`src/core/asq_pkg.sv`:
```
// package: register map, field layout, timing and carrier types of the converter sequencer
package asq_pkg;
	localparam int ADDR_WIDTH = 8;
	localparam logic [7:0] OFFSET_CTRL0 = 8'h00;
	localparam logic [7:0] OFFSET_CTRL1 = 8'h04;
	localparam logic [7:0] OFFSET_CTRL2 = 8'h08;
	localparam logic [7:0] OFFSET_PIN_FUNC = 8'h0c;
	localparam logic [7:0] OFFSET_RESULT_HI = 8'h10;
	localparam logic [7:0] OFFSET_RESULT_LO = 8'h14;

	// conv_control_reg0
	localparam int CTRL0_START = 7;
	localparam int CTRL0_BUSY = 6;
	localparam int CTRL0_POWER = 5;
	localparam int CTRL0_ALIGN = 4;
	localparam int CTRL0_CHSEL_LO = 0;
	// conv_control_reg1
	localparam int CTRL1_SRC_LO = 4;
	localparam int CTRL1_DIV_LO = 0;
	// conv_control_reg2
	localparam int CTRL2_AMP_EN = 7;
	localparam int CTRL2_AMP_IS = 4;
	localparam int CTRL2_REF_LO = 2;
	localparam int CTRL2_GAIN_LO = 0;

	localparam logic [7:0] CTRL_RESET = 8'h00;
	localparam logic [15:0] PIN_FUNC_RESET = 16'h0000;

	localparam logic [3:0] SAMPLE_TICKS = 4'h4;
	localparam logic [3:0] CONVERT_TICKS = 4'hc;
	localparam int RESULT_WIDTH = 12;
	localparam int NUM_CHANNELS = 12;

	typedef enum logic [2:0] {
		ASQ_IDLE = 3'b001,
		ASQ_SAMPLE = 3'b010,
		ASQ_CONVERT = 3'b100
	} asq_state_type;

	typedef struct packed {
		logic amp_power;
		logic [1:0] amp_gain;
		logic amp_from_pin;
		logic amp_from_bandgap;
		logic ref_supply;
		logic ref_ext_pin;
		logic ref_amp;
	} asq_ref_route_type;

	typedef struct packed {
		logic ext_path;
		logic supply_full;
		logic supply_half;
		logic supply_quarter;
		logic amp_full;
		logic amp_half;
		logic amp_quarter;
		logic ground;
	} asq_in_route_type;
endpackage : asq_pkg

```
`src/core/asq_top.sv`:
```
// converter sequencing, reference and input selection with an apb register file
`timescale 1ns/1ns
module asq_top #(
	parameter int NUM_CH = asq_pkg::NUM_CHANNELS
) (
	input wire logic pclk,
	input wire logic presetn,
	input wire logic psel,
	input wire logic penable,
	input wire logic pwrite,
	input wire logic [asq_pkg::ADDR_WIDTH-1:0] paddr,
	input wire logic [31:0] pwdata,
	output logic [31:0] prdata,
	output logic pready,
	output logic pslverr,
	input wire logic [asq_pkg::RESULT_WIDTH-1:0] adc_data_in,
	output logic conv_power,
	output logic conv_clk_tick,
	output logic conv_sample,
	output logic conv_convert,
	output logic conv_done,
	output asq_pkg::asq_ref_route_type ref_route,
	output asq_pkg::asq_in_route_type in_route,
	output logic [NUM_CH-1:0] ext_channel_connect,
	input wire logic [NUM_CH-1:0] port_pullup_req,
	input wire logic [NUM_CH-1:0] port_out_enable_req,
	output logic [NUM_CH-1:0] pin_pullup_en,
	output logic [NUM_CH-1:0] pin_out_enable,
	output logic [NUM_CH-1:0] pin_digital_en
);
	logic start_bit;
	logic conv_busy_flag;
	logic converter_power_enable;
	logic result_align_sel;
	logic [3:0] ext_channel_sel;
	logic [3:0] input_source_sel;
	logic [2:0] conv_clock_div_sel;
	logic ref_amp_enable;
	logic ref_amp_input_sel;
	logic [1:0] ref_source_sel;
	logic [1:0] ref_amp_gain_sel;
	logic [NUM_CH-1:0] pin_analog_en;
	logic [7:0] result_hi;
	logic [7:0] result_lo;
	logic [asq_pkg::RESULT_WIDTH-1:0] data_meta;
	logic [asq_pkg::RESULT_WIDTH-1:0] data_sync;
	asq_pkg::asq_state_type state;
	logic [6:0] div_cnt;
	logic [6:0] div_limit;
	logic tick;
	logic [3:0] tick_cnt;
	logic access;
	logic wr_en;
	logic wr_ctrl0;
	logic start_go;
	logic conv_last;
	logic ext_selected;
	logic mapped;
	logic [7:0] ctrl0_read;
	logic [7:0] ctrl1_read;
	logic [7:0] ctrl2_read;
	logic [31:0] read_word;

	// one wait state: pready rises in the second access cycle
	assign access = psel & penable;
	assign wr_en = access & pready & pwrite;
	assign wr_ctrl0 = wr_en & (paddr == asq_pkg::OFFSET_CTRL0);
	// high already stored, now written low: the low-high-low sequence ends here
	assign start_go = wr_ctrl0 & start_bit & ~pwdata[asq_pkg::CTRL0_START]
		& pwdata[asq_pkg::CTRL0_POWER];

	assign ctrl0_read = {start_bit, conv_busy_flag, converter_power_enable, result_align_sel,
		ext_channel_sel};
	assign ctrl1_read = {input_source_sel, 1'b0, conv_clock_div_sel};
	assign ctrl2_read = {ref_amp_enable, 2'b00, ref_amp_input_sel, ref_source_sel,
		ref_amp_gain_sel};

	always_comb begin
		mapped = 1'b1;
		read_word = 32'h0000_0000;
		unique case (paddr)
			asq_pkg::OFFSET_CTRL0: read_word[7:0] = ctrl0_read;
			asq_pkg::OFFSET_CTRL1: read_word[7:0] = ctrl1_read;
			asq_pkg::OFFSET_CTRL2: read_word[7:0] = ctrl2_read;
			asq_pkg::OFFSET_PIN_FUNC: read_word[NUM_CH-1:0] = pin_analog_en;
			asq_pkg::OFFSET_RESULT_HI: read_word[7:0] = result_hi;
			asq_pkg::OFFSET_RESULT_LO: read_word[7:0] = result_lo;
			default: mapped = 1'b0;
		endcase
	end

	always_ff @(posedge pclk or negedge presetn) begin
		if (!presetn) begin
			pready <= 1'b0;
			prdata <= 32'h0000_0000;
			pslverr <= 1'b0;
		end else begin
			pready <= access & ~pready;
			prdata <= (access & ~pready & ~pwrite) ? read_word : 32'h0000_0000;
			pslverr <= access & ~pready & ~mapped;
		end
	end

	// software-owned control fields
	always_ff @(posedge pclk or negedge presetn) begin
		if (!presetn) begin
			start_bit <= 1'b0;
			converter_power_enable <= 1'b0;
			result_align_sel <= 1'b0;
			ext_channel_sel <= 4'h0;
			input_source_sel <= 4'h0;
			conv_clock_div_sel <= 3'h0;
			ref_amp_enable <= 1'b0;
			ref_amp_input_sel <= 1'b0;
			ref_source_sel <= 2'h0;
			ref_amp_gain_sel <= 2'h0;
			pin_analog_en <= '0;
		end else if (wr_en) begin
			unique case (paddr)
				asq_pkg::OFFSET_CTRL0: begin
					start_bit <= pwdata[asq_pkg::CTRL0_START];
					converter_power_enable <= pwdata[asq_pkg::CTRL0_POWER];
					result_align_sel <= pwdata[asq_pkg::CTRL0_ALIGN];
					ext_channel_sel <= pwdata[asq_pkg::CTRL0_CHSEL_LO +: 4];
				end
				asq_pkg::OFFSET_CTRL1: begin
					input_source_sel <= pwdata[asq_pkg::CTRL1_SRC_LO +: 4];
					conv_clock_div_sel <= pwdata[asq_pkg::CTRL1_DIV_LO +: 3];
				end
				asq_pkg::OFFSET_CTRL2: begin
					ref_amp_enable <= pwdata[asq_pkg::CTRL2_AMP_EN];
					ref_amp_input_sel <= pwdata[asq_pkg::CTRL2_AMP_IS];
					ref_source_sel <= pwdata[asq_pkg::CTRL2_REF_LO +: 2];
					ref_amp_gain_sel <= pwdata[asq_pkg::CTRL2_GAIN_LO +: 2];
				end
				asq_pkg::OFFSET_PIN_FUNC: pin_analog_en <= pwdata[NUM_CH-1:0];
				default: ;
			endcase
		end
	end

	// conversion clock: one tick every 2**div_sel system clocks
	assign div_limit = 7'((8'h01 << conv_clock_div_sel) - 8'h01);
	assign tick = (div_cnt == div_limit);

	always_ff @(posedge pclk or negedge presetn) begin
		if (!presetn) begin
			div_cnt <= 7'h00;
		end else if (start_go || tick || state == asq_pkg::ASQ_IDLE) begin
			div_cnt <= 7'h00;
		end else begin
			div_cnt <= div_cnt + 7'h01;
		end
	end

	assign conv_last = (state == asq_pkg::ASQ_CONVERT) && tick
		&& (tick_cnt == asq_pkg::CONVERT_TICKS - 4'h1);

	// a fresh start restarts the sequence even mid-conversion
	always_ff @(posedge pclk or negedge presetn) begin
		if (!presetn) begin
			state <= asq_pkg::ASQ_IDLE;
			tick_cnt <= 4'h0;
		end else if (start_go) begin
			state <= asq_pkg::ASQ_SAMPLE;
			tick_cnt <= 4'h0;
		end else if (!converter_power_enable) begin
			state <= asq_pkg::ASQ_IDLE;
			tick_cnt <= 4'h0;
		end else if (tick) begin
			unique case (state)
				asq_pkg::ASQ_SAMPLE: begin
					if (tick_cnt == asq_pkg::SAMPLE_TICKS - 4'h1) begin
						state <= asq_pkg::ASQ_CONVERT;
						tick_cnt <= 4'h0;
					end else begin
						tick_cnt <= tick_cnt + 4'h1;
					end
				end
				asq_pkg::ASQ_CONVERT: begin
					if (conv_last) begin
						state <= asq_pkg::ASQ_IDLE;
						tick_cnt <= 4'h0;
					end else begin
						tick_cnt <= tick_cnt + 4'h1;
					end
				end
				asq_pkg::ASQ_IDLE: tick_cnt <= 4'h0;
			endcase
		end
	end

	// only start, completion and power-off move the flag; bus writes never reach it directly
	always_ff @(posedge pclk or negedge presetn) begin
		if (!presetn) begin
			conv_busy_flag <= 1'b0;
		end else if (start_go) begin
			conv_busy_flag <= 1'b1;
		end else if (conv_last || !converter_power_enable) begin
			conv_busy_flag <= 1'b0;
		end
	end

	always_ff @(posedge pclk or negedge presetn) begin
		if (!presetn) begin
			conv_done <= 1'b0;
			conv_clk_tick <= 1'b0;
			conv_sample <= 1'b0;
			conv_convert <= 1'b0;
			conv_power <= 1'b0;
		end else begin
			conv_done <= conv_last & ~start_go;
			conv_clk_tick <= tick & (state != asq_pkg::ASQ_IDLE);
			conv_sample <= (state == asq_pkg::ASQ_SAMPLE);
			conv_convert <= (state == asq_pkg::ASQ_CONVERT);
			conv_power <= converter_power_enable;
		end
	end

	// analog data crosses into pclk through two stages
	always_ff @(posedge pclk or negedge presetn) begin
		if (!presetn) begin
			data_meta <= '0;
			data_sync <= '0;
		end else begin
			data_meta <= adc_data_in;
			data_sync <= data_meta;
		end
	end

	// result holds while the converter is off
	always_ff @(posedge pclk or negedge presetn) begin
		if (!presetn) begin
			result_hi <= 8'h00;
			result_lo <= 8'h00;
		end else if (conv_last) begin
			if (result_align_sel) begin
				result_hi <= {4'h0, data_sync[11:8]};
				result_lo <= data_sync[7:0];
			end else begin
				result_hi <= data_sync[11:4];
				result_lo <= {data_sync[3:0], 4'h0};
			end
		end
	end

	// reference path and amplifier controls
	always_ff @(posedge pclk or negedge presetn) begin
		if (!presetn) begin
			ref_route <= '0;
		end else begin
			ref_route.amp_power <= ref_amp_enable;
			ref_route.amp_gain <= ref_amp_gain_sel;
			ref_route.amp_from_pin <= ~ref_amp_input_sel;
			ref_route.amp_from_bandgap <= ref_amp_input_sel;
			ref_route.ref_supply <= (ref_source_sel == 2'b00);
			ref_route.ref_ext_pin <= (ref_source_sel == 2'b01);
			ref_route.ref_amp <= ref_source_sel[1];
		end
	end

	// one decode feeds both the input route and the channel switches
	assign ext_selected = (input_source_sel == 4'h0) || (input_source_sel == 4'h4)
		|| (input_source_sel[3:2] == 2'b11);

	// converter input selection
	always_ff @(posedge pclk or negedge presetn) begin
		if (!presetn) begin
			in_route <= '0;
		end else begin
			in_route.ext_path <= ext_selected;
			in_route.supply_full <= (input_source_sel == 4'h1);
			in_route.supply_half <= (input_source_sel == 4'h2);
			in_route.supply_quarter <= (input_source_sel == 4'h3);
			in_route.amp_full <= (input_source_sel == 4'h5);
			in_route.amp_half <= (input_source_sel == 4'h6);
			in_route.amp_quarter <= (input_source_sel == 4'h7);
			in_route.ground <= (input_source_sel[3:2] == 2'b10);
		end
	end

	// per-pin gating: channel switch and port overrides
	for (genvar ch = 0; ch < NUM_CH; ch++) begin : g_pin
		// codes past the last channel match nothing and leave the input floating
		always_ff @(posedge pclk or negedge presetn) begin
			if (!presetn) begin
				ext_channel_connect[ch] <= 1'b0;
			end else begin
				ext_channel_connect[ch] <= ext_selected && (ext_channel_sel == 4'(ch));
			end
		end
		// pull-high cut while analog, whatever the port logic asks
		always_ff @(posedge pclk or negedge presetn) begin
			if (!presetn) begin
				pin_pullup_en[ch] <= 1'b0;
			end else begin
				pin_pullup_en[ch] <= port_pullup_req[ch] & ~pin_analog_en[ch];
			end
		end
		// direction override: software need not make the pin an input first
		always_ff @(posedge pclk or negedge presetn) begin
			if (!presetn) begin
				pin_out_enable[ch] <= 1'b0;
			end else begin
				pin_out_enable[ch] <= port_out_enable_req[ch] & ~pin_analog_en[ch];
			end
		end
		// digital input and shared functions off while analog
		always_ff @(posedge pclk or negedge presetn) begin
			if (!presetn) begin
				pin_digital_en[ch] <= 1'b1;
			end else begin
				pin_digital_en[ch] <= ~pin_analog_en[ch];
			end
		end
	end
endmodule : asq_top

```
`config.mk`:
```
export PLATFORM = sky130hd
export DESIGN_NAME = asq_top
export DESIGN_NICKNAME = d
export VERILOG_FILES = /design/src/core/asq_pkg.sv /design/src/core/asq_top.sv
export SDC_FILE = /design/constraint.sdc
export NUM_CORES = 1
export LEC_CHECK = 0
export BUFFER_PORTS_ARGS = -buffer_cell sky130_fd_sc_hd__buf_2
export CAP_MARGIN = 25
export CORE_MARGIN = 3
export CORE_UTILIZATION = 30
export DETAILED_ROUTE_END_ITERATION = 8
export GPL_ROUTABILITY_DRIVEN = 0
export PLACE_DENSITY_LB_ADDON = 0.2
export SYNTH_ARGS = -nofsm -noshare
export SYNTH_HDL_FRONTEND = slang
export SYNTH_SLANG_ARGS = --single-unit
```
`constraint.sdc`:
```
create_clock -name pclk -period 4.7 [get_ports pclk]
set_input_delay 0.235 -clock pclk [delete_from_list [all_inputs] [get_ports pclk]]
set_output_delay 0.235 -clock pclk [all_outputs]
set_load 0.02 [all_outputs]
```
==> results.py, run 1 <==
metrics = {
    "status": {
        "status": "finished clean",
    },
    "sta": {
        "timing.hold.ws_ns": 0.02035,
        "finalMaxSlewViolations": 0,
        "fin_ws_ns": 1.586,
        "fin_crit_sh_pct": 66.25,
        "max_freq_mhz": 321.1,
        "finalSetupViolCount": 0,
        "finalHoldViolCount": 0,
        "rsz0062_at_grt": "no",
        "max-slew-margin-rel_pct": 49.59,
        "tightest_slew_ns": 0.7561,
        "setup-tns-final_ns": 0,
        "min_period_ns": 3.114,
        "fin_skew_ns": 0.008910,
    },
    "synth": {
        "seq_area_frac_synth_pct": 63.40,
        "synth_cell_type_count": 46,
        "synth_seq_cells": 170,
        "synth_edf_count": 0,
        "async_flop_share_pct": 100.0,
        "ys.flop_type": "dfrtp_1",
        "yosysWarnings": 0,
        "syn_area_um2": 6735,
        "avgSynthCellArea_um2": 12.54,
        "synthCells": 537,
    },
    "floorplanning": {
        "die_h_um": 155.8,
        "core-area_um2": 21960,
        "fp-row-count": 54,
        "initial_utilization_pct": 30.67,
        "die_w_um": 155.8,
        "dieArea_um2": 24280,
        "pin_count": 184,
    },
    "clocking": {
        "clkLatencyLatePin_ns": 0.43,
        "cts_tree": "built",
        "path_clk_slew_ns": 0.07,
        "cts_sinks": 170,
        "htreeDepth": 4,
        "root_buffer": "clkbuf_16",
        "cts_buffer_depth": 2,
        "numCtsBuffers": 17,
    },
    "setup_path": {
        "path_class": "flip-flop to flip-flop",
        "arrival_ns": 3.42,
        "worst_r2r_path_depth": 9,
        "end_kind": "flip-flop",
        "crit_chain": "or3_1 -> ha_1 -> xor2_1 -> o21ai_0 -> or4_4 -> a221oi_2 -> buf_4 -> nand2_8 -> mux2_4",
        "cp-start-kind": "flip-flop",
        "required_ns": 5.01,
        "crit_path_max_incr_delay_ns": 0.53,
        "slowest_stage": "or4_4",
        "worstPathMaxFanout": 29,
        "ff2ff_setup_slack_ns": 1.59,
    },
    "final_layout": {
        "nFillCells": 2134,
        "syn2layout_area_growth_pct": 23.96,
        "antenna_cells": 0,
        "drive_above_1_share_pct": 33.95,
        "fin_nets": 778,
        "final_util_pct": 38.02,
    },
    "placement": {
        "dp_slack_ns": 1.602,
        "port_buffers": 143,
        "hpwl_mm": 10.67,
    },
    "pwr": {
        "p_per_area_nw_per_um2": 356.0,
        "p_leak_nw": 4.026,
        "peakVddDrop_v": 0.0001580,
    },
    "min_path": {
        "min_path_cells": 2,
        "hold_class": "input port to flip-flop",
    },
    "grt": {
        "grt.total_usage_pct": 12.60,
        "grt_pass1_wl_mm": 24.08,
        "antenna_found_initial": 0,
        "first_global_vias": 4520,
        "overflow": 0,
        "grt_max_degree": 61,
    },
    "route": {
        "wl_per_cell_um": 14.98,
        "vias_per_cell": 4.471,
        "drtPass1Iterations": 5,
        "via_count": 4413,
        "drt-initial-drc-count": 250,
        "drc": 0,
        "totalWireLength_mm": 14.79,
        "final_antenna_net_count": 0,
    },
    "flow_run": {
        "max_cap_viol_count": 0,
    },
}
[per-stage QoR]
step | area, um^2 | cells | total power [mW]
6_report | 8349 | 987 | 2.973
5_1_grt | 8349 | 987 | 3.106
4_1_cts | 8349 | 987 | 3.020
3_5_place_dp | 7661 | 942 | 1.670
3_3_place_gp | 7661 | 942 | 1.667
2_1_floorplan | 6807 | 556 | 1.603
[synth_stat cells, types with 4 or more instances]
cell type | number | area [um^2]
mux4_2 | 5 | 112.6
a31oi_1 | 13 | 81.33
dfstp_2 | 13 | 341.6
mux2_2 | 33 | 371.6
or3_1 | 6 | 37.54
nor4_1 | 4 | 25.02
xnor2_1 | 5 | 43.79
nand2b_1 | 10 | 62.56
buf_2 | 4 | 20.02
inv_1 | 24 | 90.09
a21oi_1 | 17 | 85.08
buf_4 | 22 | 165.2
o21ai_0 | 9 | 45.04
nor3_1 | 15 | 75.07
nand3_1 | 14 | 70.07
mux2i_1 | 22 | 220.2
clkbuf_1 | 10 | 37.54
nand2_1 | 19 | 71.32
mux2_4 | 4 | 60.06
nor2_1 | 50 | 187.7
nand3b_1 | 4 | 30.03
and2_1 | 6 | 37.54
nor2b_1 | 36 | 225.2
dfrtp_1 | 157 | 3929
[flip-flops by register name, summed over array words and instances, names as in the netlist, 2 cells and up]
name	cells
conv_clock_div_sel	3
data_meta	12
data_sync	12
div_cnt	7
ext_channel_connect	12
ext_channel_sel	4
in_route	8
input_source_sel	4
pin_analog_en	12
pin_digital_en	12
pin_out_enable	12
pin_pullup_en	12
prdata	12
ref_amp_gain_sel	2
ref_route	8
ref_source_sel	2
result_hi	8
result_lo	8
state	3
tick_cnt	4
[worst paths after layout]
kind / to / startpoint
setup / recovery: result_hi[4]$_DFFE_PN0P_ / conv_clock_div_sel[2]$_DFFE_PN0P_
hold / removal: pin_pullup_en[1]$_DFF_PN0_ / port_pullup_req[1]
setup reg to reg: result_hi[4]$_DFFE_PN0P_ / conv_clock_div_sel[2]$_DFFE_PN0P_
hold reg to reg: data_sync[1]$_DFF_PN0_ / data_meta[1]$_DFF_PN0_
max in group asynchronous: tick_cnt[2]$_DFFE_PN0N_ / presetn
min in group asynchronous: pin_out_enable[3]$_DFF_PN0_ / presetn
[kinds of logic after synthesis]
group / after synthesis / share of synthesized area (%)
multiplexers: 64 / 11.35
other: 1 / 0.05568
flip-flops: 170 / 63.40
AND/OR/NAND/NOR: 174 / 13.56
buffers and inverters: 65 / 5.146
adder cells (fa/ha/maj): 3 / 0.5574
AO/OA/AOI/OAI: 52 / 4.886
XOR/XNOR: 8 / 1.040
[critical path: cells and delay by family (launching register included)]
kind	cells	cell delay (ns)
buffers and inverters	1	0.34
xor gates and xnor gates	1	0.15
muxes	1	0.32
AOI/OAI and AO/OA	2	0.28
DFF	1	0.50
adders and majority gates	1	0.31
and+or+nand+nor	3	1.09
[area by class of cell]
cell class | instances | area (um^2) | share of cell area (%)
flip-flops and latches | 170 | 4270 | 51.15
clock buffers | 23 | 478.0 | 5.725
repair buffers | 160 | 882.1 | 10.56
clock inverters | 9 | 80.08 | 0.9591
well taps | 280 | 350.3 | 4.196
inverters | 24 | 90.09 | 1.079
multi-input cells | 321 | 2198 | 26.33
[power by group]
group	internal (mW)	switching, mW	total, mW
clock network	0.734	0.592	1.33
logic	0.0520	0.0977	0.150
registers	1.49	0.00968	1.50
[cells in the final DEF (no fill, tap or decap), types with 4 or more instances in the layout]
cell	n
mux2_4	4
a31oi_1	13
dlygate4sd3_1	13
mux4_2	5
inv_6	4
nand2_1	19
xnor2_1	5
dfrtp_1	157
nor3_1	15
nand3b_1	4
buf_4	4
nand2b_1	10
clkbuf_16	17
inv_1	24
and2_1	6
o21ai_0	9
or3_1	6
mux2_2	33
a21oi_1	17
nand3_1	14
nor2_1	50
conb_1	20
buf_2	142
nor4_1	4
mux2i_1	22
nor2b_1	36
dfstp_2	13
[metal layers]
layer | wire, um | share of wire (%) | GRT usage, %
met5 | 0 | 0 | 0
met4 | 307 | 2.1 | 5.257
met3 | 973 | 6.6 | 3.245
met2 | 6906 | 47 | 19.77
met1 | 6602 | 45 | 16.65
[timing repair]
| item | in CTS | in global routing |
|---|---|---|
| hold buffers | 13 | 0 |
| setup buffers | 0 | 0 |
| gates resized for setup | 0 | 0 |
| endpoints found under the setup margin | 0 | 0 |
| hold endpoints to repair | 62 | 0 |
Note: power is estimated with default switching activity, not from simulation.
==> run 2, diff against run 1 <==
==> constraint.sdc (replaced) <==
create_clock -name pclk -period 3.1 [get_ports pclk]
set_input_delay 0.155 -clock pclk [delete_from_list [all_inputs] [get_ports pclk]]
set_output_delay 0.155 -clock pclk [all_outputs]
set_load 0.02 [all_outputs]
==> results.py, run 2 (synthesis results as in run 1) <==
metrics = {
    "status": {
        "status": "finished clean",
    },
    "final_layout": {
        "antenna_cells": 0,
        "final_cell_mix": "dfrtp_1, buf_2, nor2_1",
        "nFillCells": 2067,
        "drive_above_1_share_pct": 33.29,
        "final_util_pct": 40.03,
        "regArea_um2": 4270,
        "syn2layout_area_growth_pct": 30.50,
        "multi_input_comb_area_um2": 2198,
        "finalNonFillerCells": 1025,
        "fin_nets": 816,
        "final_area_um2": 8790,
        "mostFrequentLayoutCell": "dfrtp_1",
    },
    "grt": {
        "grt_pass1_wl_mm": 24.30,
        "antenna_found_initial": 0,
        "first_global_vias": 4615,
        "grt.total_usage_pct": 12.80,
        "overflow": 0,
        "grt_max_degree": 74,
    },
    "setup_path": {
        "crit_path_max_incr_delay_ns": 0.50,
        "critical_path.startpoint": "conv_clock_div_sel[2]$_DFFE_PN0P_",
        "worstPathMaxFanout": 29,
        "r2r-start": "conv_clock_div_sel[2]$_DFFE_PN0P_",
        "crit_chain": "buf_4 -> nor2_1 -> nand2_1 -> ha_1 -> and2_1 -> a221oi_1 -> o32a_1 -> a221oi_2 -> buf_12 -> or3_1 -> nor2_1",
        "end_kind": "flip-flop",
        "cpMostUsedCell": "nor2_1",
        "slowest_stage": "or3_1",
        "r2r-end": "div_cnt[6]$_DFF_PN0_",
        "ff2ff_setup_slack_ns": 0.20,
        "required_ns": 3.45,
        "cp-start-kind": "flip-flop",
        "path_class": "flip-flop to flip-flop",
        "arrival_ns": 3.25,
        "worst_r2r_path_depth": 11,
    },
    "clocking": {
        "cts_sinks": 170,
        "path_clk_slew_ns": 0.07,
        "clkLatencyLatePin_ns": 0.43,
        "root_buffer": "clkbuf_16",
        "cts_tree": "built",
        "htreeDepth": 4,
        "cts_buffer_depth": 2,
        "numCtsBuffers": 17,
    },
    "floorplanning": {
        "die_w_um": 155.8,
        "core-area_um2": 21960,
        "dieArea_um2": 24280,
        "initial_utilization_pct": 30.67,
        "pin_count": 184,
        "die_h_um": 155.8,
        "fp-row-count": 54,
    },
    "min_path": {
        "worstHoldEndpoint": "result_align_sel$_DFFE_PN0P_",
        "hp-start": "pwdata[4]",
        "min_path_cells": 2,
        "hold_class": "input port to flip-flop",
    },
    "sta": {
        "fin_ws_ns": 0.1974,
        "max_freq_mhz": 344.5,
        "tightest_slew_ns": 0.7399,
        "fin_skew_ns": 0.009539,
        "fin_crit_sh_pct": 93.63,
        "rsz0062_at_grt": "no",
        "min_period_ns": 2.903,
        "finalMaxSlewViolations": 0,
        "finalHoldViolCount": 0,
        "max-slew-margin-rel_pct": 50.22,
        "finalSetupViolCount": 0,
        "setup-tns-final_ns": 0,
    },
    "placement": {
        "place_inst": 947,
        "placed_area_um2": 7724,
        "port_buffers": 143,
        "dp_slack_ns": 0.2136,
        "hpwl_mm": 10.79,
    },
    "route": {
        "via_count": 4525,
        "final_antenna_net_count": 0,
        "wl_per_cell_um": 14.86,
        "drtPass1Iterations": 4,
        "drt-initial-drc-count": 235,
        "drc": 0,
        "totalWireLength_mm": 15.23,
        "vias_per_cell": 4.415,
    },
    "flow_run": {
        "max_cap_viol_count": 0,
    },
    "pwr": {
        "peakVddDrop_v": 0.0002291,
        "p_leak_nw": 4.216,
        "p_per_area_nw_per_um2": 530.9,
    },
}
run 2: metrics by stage:
stage	power, mW	hold slack (ns)
5_1_grt	4.858	0.008250
4_1_cts	4.735	0.008641
3_5_place_dp	2.539	0.2278
3_3_place_gp	2.534	0.2199
6_report	4.666	0.02207
2_1_floorplan	2.430	-0.1406
run 2: repair_timing:
| item | CTS | global route |
|---|---|---|
| buffers inserted | 0 | 0 |
| resized for setup | 0 | 0 |
| hold endpoints to repair | 114 | 0 |
| hold buffers | 46 | 0 |
run 2: metal layers:
metal  global-route usage, %  up-vias  share of wire, %
li1                        -     2168                 -
met1                   17.02     2189                46
met2                   20.33      147                47
met3                   2.885       21               4.9
met4                   5.214        0               2.2
met5                       0        -                 0
run 2: critical path, delay by kind of cell, from the launching register on:
| family | cells | cell delay, ns |
|---|---|---|
| simple gates | 5 | 1.10 |
| flops | 1 | 0.37 |
| buf+inv | 2 | 0.35 |
| fa+ha+maj | 1 | 0.30 |
| compound gates | 3 | 0.69 |
run 2: how the worst max path moves through the flow:
stage | to | depth (start not counted)
after floorplan | result_hi[4]$_DFFE_PN0P_ | 10
after global placement | result_hi[5]$_DFFE_PN0P_ | 9
after detailed placement | result_hi[7]$_DFFE_PN0P_ | 9
after CTS | result_hi[7]$_DFFE_PN0P_ | 9
after global routing | result_hi[7]$_DFFE_PN0P_ | 9
final | div_cnt[6]$_DFF_PN0_ | 11
run 2: power breakdown:
part	internal, mW	switching (mW)	total (mW)
Sequential	2.25	0.0140	2.27
Combinational	0.111	0.157	0.268
Clock	1.15	0.975	2.13
run 2: cell type report:
| class | count | share of cell area [%] |
|---|---|---|
| flip-flops and latches | 170 | 48.58 |
| clock buffers | 17 | 4.840 |
| well taps | 280 | 3.986 |
| multi-input cells | 321 | 25.01 |
| repair buffers | 198 | 14.51 |
| inverters | 24 | 1.025 |
| clock inverters | 15 | 2.050 |
==> run 3, diff against run 2 <==
--- a/config.mk
+++ b/config.mk
@@ -11,7 +11,6 @@
 export CORE_UTILIZATION = 30
 export DETAILED_ROUTE_END_ITERATION = 8
 export GPL_ROUTABILITY_DRIVEN = 0
-export PLACE_DENSITY_LB_ADDON = 0.2
 export SYNTH_ARGS = -nofsm -noshare
 export SYNTH_HDL_FRONTEND = slang
 export SYNTH_SLANG_ARGS = --single-unit
==> results.py, run 3 (synthesis results as in run 1) <==
metrics = {
    "clocking": {
        "cts_tree": "built",
        "cts_setup_buffers": 0,
        "numCtsBuffers": 17,
        "root_buffer": "clkbuf_16",
        "cts_buffer_depth": 2,
        "cts_sinks": 170,
        "path_clk_slew_ns": 0.07,
        "htreeDepth": 4,
        "clkLatencyLatePin_ns": 0.43,
    },
    "floorplanning": {
        "dieArea_um2": 24280,
        "pin_count": 184,
        "die_h_um": 155.8,
        "initial_utilization_pct": 30.67,
        "fp-row-count": 54,
        "die_w_um": 155.8,
        "core-area_um2": 21960,
    },
    "final_layout": {
        "drive_above_1_share_pct": 33.20,
        "final_util_pct": 40.15,
        "mostFrequentLayoutCell": "dfrtp_1",
        "antenna_cells": 0,
        "syn2layout_area_growth_pct": 30.89,
        "fin_nets": 815,
        "final_cell_mix": "dfrtp_1, buf_2, nor2_1",
    },
    "setup_path": {
        "crit_path_max_incr_delay_ns": 0.53,
        "path_class": "flip-flop to flip-flop",
        "cpMostUsedCell": "or3_1",
        "end_kind": "flip-flop",
        "slowest_stage": "or4_4",
        "worstPathMaxFanout": 18,
        "cp-start-kind": "flip-flop",
        "crit_chain": "or3_1 -> ha_1 -> xor2_1 -> o21ai_0 -> or4_4 -> a221oi_2 -> buf_12 -> or3_1 -> nor2_1",
        "arrival_ns": 3.18,
        "required_ns": 3.39,
    },
    "route": {
        "via_count": 4465,
        "final_antenna_net_count": 0,
        "drc": 0,
        "wl_per_cell_um": 14.42,
        "drtPass1Iterations": 4,
        "vias_per_cell": 4.360,
        "totalWireLength_mm": 14.77,
        "drt-initial-drc-count": 210,
    },
    "pwr": {
        "p_leak_nw": 4.225,
        "total_power_mw": 4.841,
        "p_per_area_nw_per_um2": 549.1,
        "peakVddDrop_v": 0.0002869,
    },
    "sta": {
        "tightest_slew_ns": 0.7662,
        "rsz0062_at_grt": "no",
        "fin_skew_ns": 0.01388,
        "max-slew-margin-rel_pct": 48.45,
        "setup-tns-final_ns": 0,
        "finalSetupViolCount": 0,
        "finalMaxSlewViolations": 0,
        "fin_crit_sh_pct": 93.12,
        "finalHoldViolCount": 0,
        "max_freq_mhz": 346.4,
        "min_period_ns": 2.887,
    },
    "min_path": {
        "hold_class": "input port to flip-flop",
    },
    "grt": {
        "overflow": 0,
        "antenna_found_initial": 0,
        "grt_max_degree": 74,
        "first_global_vias": 4567,
        "grt.total_usage_pct": 12.45,
        "grt_pass1_wl_mm": 23.72,
    },
    "placement": {
        "port_buffers": 143,
        "hpwl_mm": 10.31,
    },
    "status": {
        "status": "finished clean",
    },
    "flow_run": {
        "max_cap_viol_count": 0,
    },
}
run 3: cell count changes in the layout (fill, tap and decap cells not counted):
cell,delta
clkinvlp_4,+1
bufinv_16,+3
clkinv_2,-1
clkbuf_8,+1
clkinv_8,-3
clkbuf_1,+1
inv_8,-3
dlygate4sd3_1,-1
clkinv_4,-3
inv_6,+4
run 3: area by class of cell:
type | instances | area (um^2)
Fill cell | 2094 | 13140
Sequential cell | 170 | 4270
Multi-Input combinational cell | 321 | 2198
Timing Repair Buffer | 197 | 1265
Clock buffer | 19 | 442.9
Tap cell | 280 | 350.3
Clock inverter | 13 | 198.9
Inverter | 24 | 90.09
run 3: report_power, final:
part | switching [mW] | total [mW] | internal (mW)
logic | 0.158 | 0.268 | 0.110
clock network | 0.912 | 2.30 | 1.39
registers | 0.0133 | 2.27 | 2.26
total | 1.08 | 4.84 | 3.76
run 3: path summary, 6_finish.rpt:
check                                                  startpoint                            to  slack (ns)  depth (start not counted)
worst min-delay path                                    pwdata[2]  pin_analog_en[2]$_DFFE_PN0P_        0.02                          2
min in group asynchronous                                 presetn   pin_out_enable[3]$_DFF_PN0_        0.30                          2
worst min register to register             data_meta[1]$_DFF_PN0_        data_sync[1]$_DFF_PN0_        0.34                          0
worst max-delay path            conv_clock_div_sel[2]$_DFFE_PN0P_          div_cnt[4]$_DFF_PN0_        0.21                          9
worst max register to register  conv_clock_div_sel[2]$_DFFE_PN0P_          div_cnt[4]$_DFF_PN0_        0.21                          9
max in group asynchronous                                 presetn          state[0]$_DFFE_PN1P_        1.90                          3
run 3: layer usage:
metal	track usage (%)	vias to the layer above	wire length, um
met1	16.19	2160	6863
li1	-	2170	-
met4	4.247	0	152
met5	0	-	0
met2	20.08	126	7035
met3	3.495	9	716
run 3: repair_timing:
item                                   4_1_cts  5_1_grt
hold buffers                                45        0
gates resized for setup                      0        0
endpoints found under the hold margin      114        0
run 3: worst max-delay path, delay by kind of cell, from the launching register on:
kind / cells / cell delay (ns)
AND/OR/NAND/NOR: 4 / 1.32
flip-flops: 1 / 0.39
AO/OA/AOI/OAI: 2 / 0.37
adder cells (fa/ha/maj): 1 / 0.32
buffers and inverters: 1 / 0.20
XOR/XNOR: 1 / 0.15
run 3: per-stage QoR:
step | hold slack, ns | worst slack [ns] | std cells | area (um^2)
floorplan | -0.1406 | 0.2555 | 556 | 6807
global placement | 0.2107 | 0.2593 | 947 | 7724
detailed placement | 0.2137 | 0.2294 | 947 | 7724
CTS | 0.003734 | 0.2091 | 1024 | 8816
global route | 0.01670 | 0.02805 | 1024 | 8816
finish | 0.02111 | 0.2131 | 1024 | 8816
